## config.mk

```make
export PLATFORM = sky130hd
export DESIGN_NAME = rtcib_bank
export DESIGN_NICKNAME = d
export VERILOG_FILES = /design/src/rtcib_pkg.sv /design/src/rtcib_divider.sv /design/src/rtcib_bank.sv
export SDC_FILE = /design/constraint.sdc
export NUM_CORES = 2
export LEC_CHECK = 0
export ABC_AREA = 1
export BUFFER_PORTS_ARGS = -buffer_cell sky130_fd_sc_hd__clkbuf_2
export CORE_MARGIN = 2
export CORE_UTILIZATION = 50
export CTS_BUF_LIST = sky130_fd_sc_hd__clkbuf_4 sky130_fd_sc_hd__clkbuf_8
export DETAILED_ROUTE_END_ITERATION = 8
export PLACE_DENSITY = 0.68
export RECOVER_POWER = 100
export SKIP_CTS_REPAIR_TIMING = 1
export SYNTH_ARGS = -nofsm -noshare
export SYNTH_HDL_FRONTEND = slang
export SYNTH_HIERARCHICAL = 1
export SYNTH_SLANG_ARGS = --single-unit
```

## constraint.sdc

```tcl
create_clock -name clk -period 5.9 [get_ports clk]
set_clock_uncertainty 0.05 [all_clocks]
set_input_delay 0.885 -clock clk [delete_from_list [all_inputs] [get_ports clk]]
set_output_delay 0.885 -clock clk [all_outputs]
set_load 0.05 [all_outputs]
```

## src/rtcib_pkg.sv

```systemverilog
// shared constants and types for the rtc indexed register bank
// assumes one 20 mhz clock and a synchronous 32.768 khz oscillator tick
package rtcib_pkg;

  // i/o port decode: addr[7:3] with addr[2] low selects the rtc window, addr[1:0] the port
  localparam logic [4:0] IO_BASE_HI = 5'h0e;
  localparam logic [1:0] PORT_STD_INDEX = 2'h0;
  localparam logic [1:0] PORT_STD_TARGET = 2'h1;
  localparam logic [1:0] PORT_EXT_INDEX = 2'h2;
  localparam logic [1:0] PORT_EXT_TARGET = 2'h3;

  // standard bank indices
  localparam logic [6:0] IDX_SECONDS = 7'h00;
  localparam logic [6:0] IDX_MINUTES = 7'h02;
  localparam logic [6:0] IDX_HOURS = 7'h04;
  localparam logic [6:0] IDX_DAY_OF_WEEK = 7'h06;
  localparam logic [6:0] IDX_DAY_OF_MONTH = 7'h07;
  localparam logic [6:0] IDX_MONTH = 7'h08;
  localparam logic [6:0] IDX_YEAR = 7'h09;
  localparam logic [6:0] IDX_CFG_A = 7'h0a;
  localparam logic [6:0] IDX_CFG_B = 7'h0b;
  localparam logic [6:0] IDX_CFG_C = 7'h0c;
  localparam logic [6:0] IDX_CFG_D = 7'h0d;
  localparam logic [6:0] IDX_USER_FIRST = 7'h0e;
  localparam int TIME_BYTES = 10;

  // field positions
  localparam int A_UIP_BIT = 7;
  localparam int B_SET_BIT = 7;
  localparam int B_PIE_BIT = 6;
  localparam int B_UIE_BIT = 4;
  localparam int B_SQWE_BIT = 3;
  localparam int B_DM_BIT = 2;
  localparam int C_IRQF_BIT = 7;
  localparam int C_PF_BIT = 6;
  localparam logic [7:0] REG_D_VALUE = 8'h80;

  // divider chain select codes
  localparam logic [2:0] DV_NORMAL = 3'h2;
  localparam logic [2:0] DV_BYP5 = 3'h3;
  localparam logic [2:0] DV_BYP10 = 3'h4;
  localparam logic [2:0] DV_BYP15 = 3'h5;
  localparam logic [15:0] STEP_NORMAL = 16'h0001;
  localparam logic [15:0] STEP_BYP5 = 16'h0020;
  localparam logic [15:0] STEP_BYP10 = 16'h0400;
  localparam logic [15:0] STEP_BYP15 = 16'h8000;

  // rate select codes
  localparam logic [3:0] RS_OFF = 4'h0;
  localparam logic [3:0] RS_ALIAS1 = 4'h1;
  localparam logic [3:0] RS_ALIAS2 = 4'h2;
  localparam logic [3:0] RS_ALIAS1_AS = 4'h8;
  localparam logic [3:0] RS_ALIAS2_AS = 4'h9;
  localparam logic [3:0] RS_FIRST_TAP = 4'h3;
  localparam logic [3:0] RS_TAP_OFFSET = 4'h2;

  // update-pending lead time, counted in oscillator ticks (rounded up)
  localparam longint OSC_HZ = 32768;
  localparam longint UIP_LEAD_NS = 244000;
  localparam longint NS_PER_S = 1000000000;
  localparam longint UIP_LEAD_TICKS =
    (UIP_LEAD_NS * OSC_HZ + NS_PER_S - 1) / NS_PER_S;
  localparam logic [14:0] UIP_START = 15'(OSC_HZ - UIP_LEAD_TICKS);

  // calendar limits (binary)
  localparam logic [7:0] SEC_WRAP = 8'h3c;
  localparam logic [7:0] HOUR_WRAP = 8'h18;
  localparam logic [7:0] DOW_LAST = 8'h07;
  localparam logic [7:0] MONTH_LAST = 8'h0c;
  localparam logic [7:0] YEAR_LAST = 8'h63;
  localparam logic [7:0] FEBRUARY = 8'h02;

  // host i/o request
  typedef struct packed {
    logic wr;
    logic rd;
    logic [7:0] addr;
    logic [7:0] wdata;
  } rtcib_io_req_s;

  // divider chain state
  typedef struct packed {
    logic [14:0] cnt;
  } rtcib_div_s;

  // bank state
  typedef struct packed {
    logic [7:0] std_index;
    logic [7:0] ext_index;
    logic [TIME_BYTES-1:0][7:0] time_b;
    logic [6:0] cfg_a;
    logic [7:0] cfg_b;
    logic pf;
    logic irqf;
    logic [7:0] rdata;
    logic irq;
  } rtcib_bank_s;

endpackage

```

## src/rtcib_divider.sv

```systemverilog
// oscillator divider chain with periodic tap select and update window
// assumes osc_tick is a one-clock pulse per 32.768 khz oscillator period
module rtcib_divider (
  // clock and reset
  input wire logic clk,
  input wire logic rst_n,
  // oscillator and configuration
  input wire logic osc_tick,
  input wire logic [2:0] divider_chain_select,
  input wire logic [3:0] periodic_rate_select,
  // events
  output logic sec_tick,
  output logic tap_tick,
  output logic uip_window
);
  import rtcib_pkg::*;

  rtcib_div_s q;
  rtcib_div_s d;
  logic [15:0] step;
  logic [15:0] sum;
  logic run;
  logic [3:0] eff;
  logic [3:0] k;

  // step per oscillator tick; reset and invalid codes hold the chain
  always_comb begin
    case (divider_chain_select)
      DV_NORMAL: step = STEP_NORMAL;
      DV_BYP5: step = STEP_BYP5;
      DV_BYP10: step = STEP_BYP10;
      DV_BYP15: step = STEP_BYP15;
      default: step = 16'h0000;
    endcase
    run = osc_tick && (step != 16'h0000);
    sum = {1'b0, q.cnt} + step;
    d = q;
    if (step == 16'h0000) begin
      d.cnt = 15'h0000; // 11x holds divider in reset
    end else if (run) begin
      d.cnt = sum[14:0];
    end
  end

  // tap selection: aliases, then falling edge of divider bit k
  always_comb begin
    case (periodic_rate_select)
      RS_ALIAS1: eff = RS_ALIAS1_AS;
      RS_ALIAS2: eff = RS_ALIAS2_AS;
      default: eff = periodic_rate_select;
    endcase
    k = eff - RS_TAP_OFFSET; // period doubles per code step
    tap_tick = run && (eff >= RS_FIRST_TAP) &&
      q.cnt[k] && !sum[k]; // code 0000 never fires
    sec_tick = run && sum[15];
    uip_window = (divider_chain_select == DV_NORMAL) &&
      (q.cnt >= UIP_START);
  end

  // chain register
  always_ff @(posedge clk or negedge rst_n) begin
    if (!rst_n) begin
      q <= '0;
    end else begin
      q <= d;
    end
  end

endmodule

```

## src/rtcib_bank.sv

```systemverilog
// rtc indexed register bank: time bytes, config a-d, user and extended ram
// assumes host i/o cycles are one-clock strobes synchronous to clk

module rtcib_bank
  import rtcib_pkg::*;
(
  // clock and resume-well reset
  input wire logic clk,
  input wire logic rst_n,
  // oscillator tick
  input wire logic osc_tick,
  // host i/o port
  input wire rtcib_pkg::rtcib_io_req_s io_req,
  output logic [7:0] io_rdata,
  // periodic interrupt
  output logic periodic_irq
);

  rtcib_bank_s q;
  rtcib_bank_s d;
  logic [7:0] std_ram [0:127];
  logic [7:0] ext_ram [0:127];
  logic sec_tick;
  logic tap_tick;
  logic uip_window;
  logic hit;
  logic [6:0] sidx;
  logic [6:0] eidx;
  logic [7:0] s;
  logic [7:0] m;
  logic [7:0] h;
  logic [7:0] dw;
  logic [7:0] dm;
  logic [7:0] mo;
  logic [7:0] yr;
  logic dm_bin;
  logic std_wr;
  logic ext_wr;
  logic update_pending_flag;

  // bcd or binary byte to binary
  function automatic logic [7:0] to_bin(input logic [7:0] v,
                                        input logic bin);
    if (bin) begin
      return v;
    end
    return {4'h0, v[7:4]} * 8'h0a + {4'h0, v[3:0]};
  endfunction

  // binary to bcd or binary byte
  function automatic logic [7:0] from_bin(input logic [7:0] v,
                                          input logic bin);
    logic [7:0] tens;
    logic [7:0] ones;
    tens = v / 8'h0a;
    ones = v % 8'h0a;
    if (bin) begin
      return v;
    end
    return {tens[3:0], ones[3:0]};
  endfunction

  // days in a month, leap every fourth year
  function automatic logic [7:0] month_len(input logic [7:0] mon,
                                           input logic [7:0] year);
    case (mon)
      FEBRUARY: month_len = (year[1:0] == 2'h0) ? 8'h1d : 8'h1c;
      8'h04, 8'h06, 8'h09, 8'h0b: month_len = 8'h1e;
      default: month_len = 8'h1f;
    endcase
  endfunction

  rtcib_divider u_div (
    .clk(clk),
    .rst_n(rst_n),
    .osc_tick(osc_tick),
    .divider_chain_select(q.cfg_a[6:4]),
    .periodic_rate_select(q.cfg_a[3:0]),
    .sec_tick(sec_tick),
    .tap_tick(tap_tick),
    .uip_window(uip_window)
  );

  // port decode and status
  always_comb begin
    hit = (io_req.addr[7:3] == IO_BASE_HI) && !io_req.addr[2];
    sidx = q.std_index[6:0];
    eidx = q.ext_index[6:0];
    dm_bin = q.cfg_b[B_DM_BIT];
    // flag reads zero while updates are inhibited
    update_pending_flag = uip_window && !q.cfg_b[B_SET_BIT];
    std_wr = io_req.wr && hit &&
      (io_req.addr[1:0] == PORT_STD_TARGET) &&
      (sidx >= IDX_USER_FIRST);
    ext_wr = io_req.wr && hit &&
      (io_req.addr[1:0] == PORT_EXT_TARGET);
  end

  // once-a-second calendar advance
  always_comb begin
    s = to_bin(q.time_b[IDX_SECONDS], dm_bin) + 8'h01;
    m = to_bin(q.time_b[IDX_MINUTES], dm_bin);
    h = to_bin(q.time_b[IDX_HOURS], dm_bin);
    dw = to_bin(q.time_b[IDX_DAY_OF_WEEK], dm_bin);
    dm = to_bin(q.time_b[IDX_DAY_OF_MONTH], dm_bin);
    mo = to_bin(q.time_b[IDX_MONTH], dm_bin);
    yr = to_bin(q.time_b[IDX_YEAR], dm_bin);
    if (s == SEC_WRAP) begin
      s = 8'h00;
      m = m + 8'h01;
      if (m == SEC_WRAP) begin
        m = 8'h00;
        h = h + 8'h01;
        if (h == HOUR_WRAP) begin
          h = 8'h00;
          dw = (dw >= DOW_LAST) ? 8'h01 : dw + 8'h01;
          dm = dm + 8'h01;
          if (dm > month_len(mo, yr)) begin
            dm = 8'h01;
            mo = mo + 8'h01;
            if (mo > MONTH_LAST) begin
              mo = 8'h01;
              yr = (yr >= YEAR_LAST) ? 8'h00 : yr + 8'h01;
            end
          end
        end
      end
    end
  end

  // next state: update cycle, host access, flags
  always_comb begin
    d = q;
    // one update per second unless inhibited
    if (sec_tick && !q.cfg_b[B_SET_BIT]) begin
      d.time_b[IDX_SECONDS] = from_bin(s, dm_bin);
      d.time_b[IDX_MINUTES] = from_bin(m, dm_bin);
      d.time_b[IDX_HOURS] = from_bin(h, dm_bin);
      d.time_b[IDX_DAY_OF_WEEK] = from_bin(dw, dm_bin);
      d.time_b[IDX_DAY_OF_MONTH] = from_bin(dm, dm_bin);
      d.time_b[IDX_MONTH] = from_bin(mo, dm_bin);
      d.time_b[IDX_YEAR] = from_bin(yr, dm_bin);
    end
    // host writes: index ports keep all eight bits
    if (io_req.wr && hit) begin
      case (io_req.addr[1:0])
        PORT_STD_INDEX: d.std_index = io_req.wdata;
        PORT_EXT_INDEX: d.ext_index = io_req.wdata;
        PORT_STD_TARGET: begin
          if (sidx < IDX_CFG_A) begin
            d.time_b[sidx] = io_req.wdata;
          end else if (sidx == IDX_CFG_A) begin
            d.cfg_a = io_req.wdata[6:0]; // bit 7 is status only
          end else if (sidx == IDX_CFG_B) begin
            d.cfg_b = io_req.wdata;
          end
        end
        default: d.cfg_b = d.cfg_b;
      endcase
    end
    // read data, register c clears its flags on read
    if (io_req.rd && hit) begin
      case (io_req.addr[1:0])
        PORT_STD_INDEX: d.rdata = q.std_index;
        PORT_EXT_INDEX: d.rdata = q.ext_index;
        PORT_STD_TARGET: begin
          if (sidx < IDX_CFG_A) begin
            d.rdata = q.time_b[sidx];
          end else if (sidx == IDX_CFG_A) begin
            d.rdata = {update_pending_flag, q.cfg_a};
          end else if (sidx == IDX_CFG_B) begin
            d.rdata = q.cfg_b;
          end else if (sidx == IDX_CFG_C) begin
            d.rdata = 8'h00;
            d.rdata[C_IRQF_BIT] = q.irqf;
            d.rdata[C_PF_BIT] = q.pf;
            d.pf = 1'b0;
            d.irqf = 1'b0;
          end else if (sidx == IDX_CFG_D) begin
            d.rdata = REG_D_VALUE;
          end else begin
            d.rdata = std_ram[sidx];
          end
        end
        default: d.rdata = ext_ram[eidx];
      endcase
    end
    // periodic tap: interrupt when enabled, else flag; set beats clear
    if (tap_tick) begin
      if (q.cfg_b[B_PIE_BIT]) begin
        d.irqf = 1'b1;
      end else begin
        d.pf = 1'b1;
      end
    end
    d.irq = d.irqf;
  end

  // state register; resume-well reset clears only its own bits
  always_ff @(posedge clk or negedge rst_n) begin
    if (!rst_n) begin
      q.cfg_b[B_PIE_BIT] <= 1'b0;
      q.cfg_b[B_UIE_BIT] <= 1'b0;
      q.cfg_b[B_SQWE_BIT] <= 1'b0;
      q.pf <= 1'b0;
      q.irqf <= 1'b0;
      q.rdata <= 8'h00;
      q.irq <= 1'b0;
    end else begin
      q <= d; // cfg_a is never touched by reset
    end
  end

  // user and extended ram, no reset
  always_ff @(posedge clk) begin
    if (std_wr) begin
      std_ram[sidx] <= io_req.wdata;
    end
    if (ext_wr) begin
      ext_ram[eidx] <= io_req.wdata;
    end
  end

  assign io_rdata = q.rdata;
  assign periodic_irq = q.irq;

endmodule

```

Yosys cells after proc, flatten, opt, wreduce, memory -nomap -nowiden

Memory sizes are Yosys's and may differ from the RTL's. A register that Yosys moved wholly into a read port is not among the register bits.
Cells that the tools add are included.

RAM bits: 2048
Output and inout bits: 9
Register bits after elaboration: 136
Memories: 2

Memories:

| name    | depth | width | rd ports | clocked after memory_dff | write ports | RTL line         | text |
|---|---|---|---|---|---|---|---|
| ext_ram | 128   | 8     | 1        | 1                        | 1           | rtcib_bank.sv:22 | `logic [7:0] ext_ram [0:127];` |
| std_ram | 128   | 8     | 1        | 1                        | 1           | rtcib_bank.sv:21 | `logic [7:0] std_ram [0:127];` |

Div/mod/pow operators: 14
Equality and inequality tests: 22
Reduce and logical (&&, ||, !) cells: 30
Add/subtract/negate cells: 16
$lt $le $gt $ge: 11
Multipliers: 7
Bitwise operators: 2
Mux-type cells: 106

Operator list:

| cell                  | number |
|---|---|
| $mux W8               | 69 |
| $mux W95              | 1 |
| $mux W87              | 1 |
| $bwmux W80            | 1 |
| $mux W80              | 1 |
| $pmux W16 S4          | 1 |
| $add A8 B1 Y8 const B | 7 |
| $add A8 B4 Y8         | 7 |
| $div A8 B4 Y8 const B | 7 |
| $mod A8 B4 Y8 const B | 7 |
| $mul A4 B3 Y7 const B | 7 |
| $mux W15              | 3 |
| $bmux W8 S4           | 1 |
| $demux W8 S4          | 1 |
| $mux W32              | 1 |
| $eq A7 B4 Y1 const B  | 4 |
| $pmux W8 S3           | 1 |
| $mux W7               | 3 |
| $add A15 B16 Y16      | 1 |
| $eq A8 B3 Y1 const B  | 2 |
| $eq A8 B4 Y1 const B  | 2 |
| $eq A8 B6 Y1 const B  | 2 |
| $logic_not A16 Y1     | 1 |
| $reduce_bool A16 Y1   | 1 |
| other kinds (37)      | 76 |

Longest topological paths before layout

Depth in word-level cells: 21
Mapped depth: 52

By module

The synthesis kept the hierarchy.

Modules (own cells, without submodules):

| module        | instances | area an instance (µm²) | seq. area each (µm²) | cells each |
|---|---|---|---|---|
| rtcib_bank    | 1         | 94404.3                | 65347.7              | 8221 |
| rtcib_divider | 1         | 1468.9                 | 375.4                | 235 |

Worst setup path before layout

No wires, ideal clock.

Path type: register to register
Start: reg q[95] (netlist name)
End: reg q[94] (netlist name), data pin
Arrival time: 5.384 ns
Stages on the path, launching flop included: 47
Slack: 0.206 ns
Clock period less this slack: 5.694 ns
Library setup time: 0.260 ns
Cells stage by stage: edfxtp_1 ha_1 ha_1 fa_1 nand2_1 inv_1 nand2_1 nor2_1 xnor2_2 nand2_1 nor2_1 nand2_1 nor4_1 a41oi_1 ha_1 a21oi_1 nand3_1 nor2_1 [11 not listed] xor2_2 nand2_2 nand2_2 nand2_2 nand2_1 nand2_1 nand2_2 nand2_2 nand2_2 nand2_2 nand2_1 nand2_1 nand2_1 nand2_2 nand2_1 o21ai_1 a21oi_1 a21oi_1

RTL lines:

| item            | RTL line         | text |
|---|---|---|
| start, declared | rtcib_bank.sv:19 | `rtcib_bank_s q;` |

Worst setup path in the final report

Start: in io_req[1] (netlist name)
End: mem ext_ram[49][1], data pin

RTL lines:

| item            | RTL line         | text |
|---|---|---|
| start, declared | rtcib_bank.sv:13 | `input wire rtcib_pkg::rtcib_io_req_s io_req,` |
| end, declared   | rtcib_bank.sv:22 |  |

No word-level cell before the write port.

==> results.cfg <==
[global_route]
grt_pass1_wl_um = 395000
grt-ovfl-total = 0
grt_antenna_before_repair = 6
grt_max_degree = 185
grtUsageTotal_pct = 26.0
grt_pass1_vias = 65400

[sta]
worstMarginPinSlew_ns = 5.80
setup_ws_ns = -0.0920
rsz0062_at_grt = true
relSlewSlack_pct = -287
fmax_ghz = 0.167
layout_min_cycle_time_ns = 5.99
timing.hold.ws_ns = 0.0756
final-max-slew-violation-count = 1960
setup_viol = 116
final_hold_viol_count = 0
fin_crit_sh_pct = 102

[run_status]
outcome = finished with violations
violations = capacitance limit, slew limit, setup timing

[die]
core_um2 = 190000
die_w_um = 442
num_rows = 160
die_h_um = 442
start_util_pct = 50.4
die-area_um2 = 195000
pin_count = 30

[clocking]
path_clk_slew_ns = 0.06
cts_tree = built
htree_levels = 5
clock_path_buffers = 4
clock_sinks = 2198
cts_root_buf = clkbuf_8
cts_made_buffers = 365
clock_latency_ns = 1.04

[route]
drc = 0
via_per_inst = 6.02
drtIter0Drc = 8246
via_count = 69000
ant_nets = 0
first_pass_iters = 6
wl_per_cell_um = 22.9
drt_wl_total_um = 263000

[flow_run]
maxCapViolCount = 37

[critical_path]
path_depth = 2
end_kind = flop
critical_path_class = in -> reg
path_buf_inv = 2
critical-path-top-delay-family = buffers and inverters
cp_slowest_cell = clkbuf_1
crit_required_ns = 6.20
worst_setup_path_start_kind = input port
crit_path_max_fanout = 139
worstPathArrival_ns = 6.29
crit_chain = clkbuf_1 > clkbuf_2
r2r_cells = 46
critPathMaxStageDelay_ns = 2.64

[synth]
syn_area_um2 = 95900
yosys_most_used_dff = edfxtp_1
syn_area_per_cell_um2 = 11.3
synth_cells = 8456
ys_seq_elements = 2198
synth_seq_area_share_pct = 68.6
yosysWarnings = 6
synth_cell_type_count = 69
synth_edf_count = 2156
synth-async-reset-ratio_pct = 1.27

[place]
dp_worst_setup_slack_ns = -0.114
postPlaceCellArea_um2 = 99400
gp_congestion = 0.897
hpwl_um = 152000
portBuffers = 29

[power]
irDropWorstVdd_mv = 0.275
leakage_nw = 36.5
p_total_mw = 31.9
pwr_density_cell_nw_per_um2 = 298

[final_layout]
areaGrowthSynthToFinish_pct = 11.6
nets = 8796
drive_gt1_share_pct = 11.9
finish.utilization_pct = 56.2
final_area_um2 = 107000

[min_path]
hold_path_depth = 2
min_path_type = in -> reg
-- cell usage after synthesis (70+ instances only) --
master    count  area share, %
nand2_1     634            2.5
ha_1         74           0.97
inv_1       336            1.3
o221ai_1     93           0.85
nor2_1     1772            6.9
edfxtp_1   2156             68
clkbuf_1    490            1.9
nand2_2      70           0.46
a21oi_1     139           0.73
nand3_1     249            1.3
o22ai_1     580            3.8
o21ai_0    1405            7.3
-- final cells by class --
class                   instances  area, um2
clock inverters               134        666
flip-flops and latches       2198      65700
inverters                     362       1400
diodes                          5       12.5
repair buffers                287       2240
multi-input cells            5472      27700
repair inverters                1       5.00
clock buffers                 494       6050
fillers                     15600      83400
well taps                    2511       3140
-- metal layers --
layer  wire length (um)  global-route usage [%]
met1             106000                    36.3
met2             123000                    41.1
met3              24800                    4.47
met4               9200                    9.82
met5                 26                       0
-- through the flow --
stage	setup TNS (ns)	cells
3_3_place_gp	-0.135	10800
3_5_place_dp	-0.775	10800
5_1_grt	-26.00	11500
2_1_floorplan	0	8567
4_1_cts	-1.18	11400
6_report	-4.03	11500
-- cell families (layout without fill, tap and decap cells) --
family	after synthesis	after routing	synth area share [%]
other cells	1	117	0.00391
fa+ha+maj	88	88	1.26
flops	2198	2198	68.6
buf+inv	897	1278	3.65
compound gates	2374	2374	14.0
simple gates	2862	2862	12.2
mux	1	1	0.0104
xor+xnor	35	35	0.343
-- final timing paths --
path / endpoint / startpoint / slack [ns]
setup / recovery: ext_ram[49][1] / io_req[1] / -0.09
hold / removal: u_div/q[3] / osc_tick / 0.08
setup reg to reg: q[86] / q[97] / -0.07
hold reg to reg: q[10] / q[17] / 0.40
max in group asynchronous: u_div/q[14] / rst_n / 2.66
min in group asynchronous: periodic_irq / rst_n / 0.79
-- cell usage in the layout, fill, tap and decap left out, types with 32 or more instances in the layout --
| master | Yosys | layout |
|---|---|---|
| nor2_1 | 1772 | 1767 |
| clkbuf_1 | 490 | 41 |
| clkinv_2 | 1 | 35 |
| clkbuf_8 | 0 | 375 |
| conb_1 | 1 | 112 |
| a21oi_1 | 139 | 129 |
| nand3_1 | 249 | 232 |
| nand2_4 | 5 | 35 |
| clkinv_1 | 10 | 97 |
| o221ai_1 | 93 | 93 |
| inv_1 | 336 | 321 |
| nor3_1 | 35 | 34 |
| nand2_1 | 634 | 591 |
| clkbuf_4 | 0 | 121 |
| nand4_1 | 32 | 32 |
| buf_4 | 13 | 192 |
| o22ai_1 | 580 | 579 |
| nand2_2 | 70 | 83 |
| o21ai_0 | 1405 | 1397 |
| ha_1 | 74 | 70 |
| edfxtp_1 | 2156 | 2156 |
-- registers in the layout (all words and copies together) (netlist names), named ones only --
| register | cells |
|---|---|
| ext_ram | 1024 |
| std_ram | 1024 |
| q | 80 |
| u_div/q | 15 |
| io_rdata | 8 |
| eidx | 7 |
| dm_bin | 1 |
| periodic_irq | 1 |
-- power by group --
part / leakage, nW / switching (mW) / internal [mW]
Sequential: 20.0 / 0.0735 / 17.3
Combinational: 12.9 / 1.27 / 0.609
Clock: 3.58 / 5.91 / 6.75
Power figures use the tool's default switching activity.
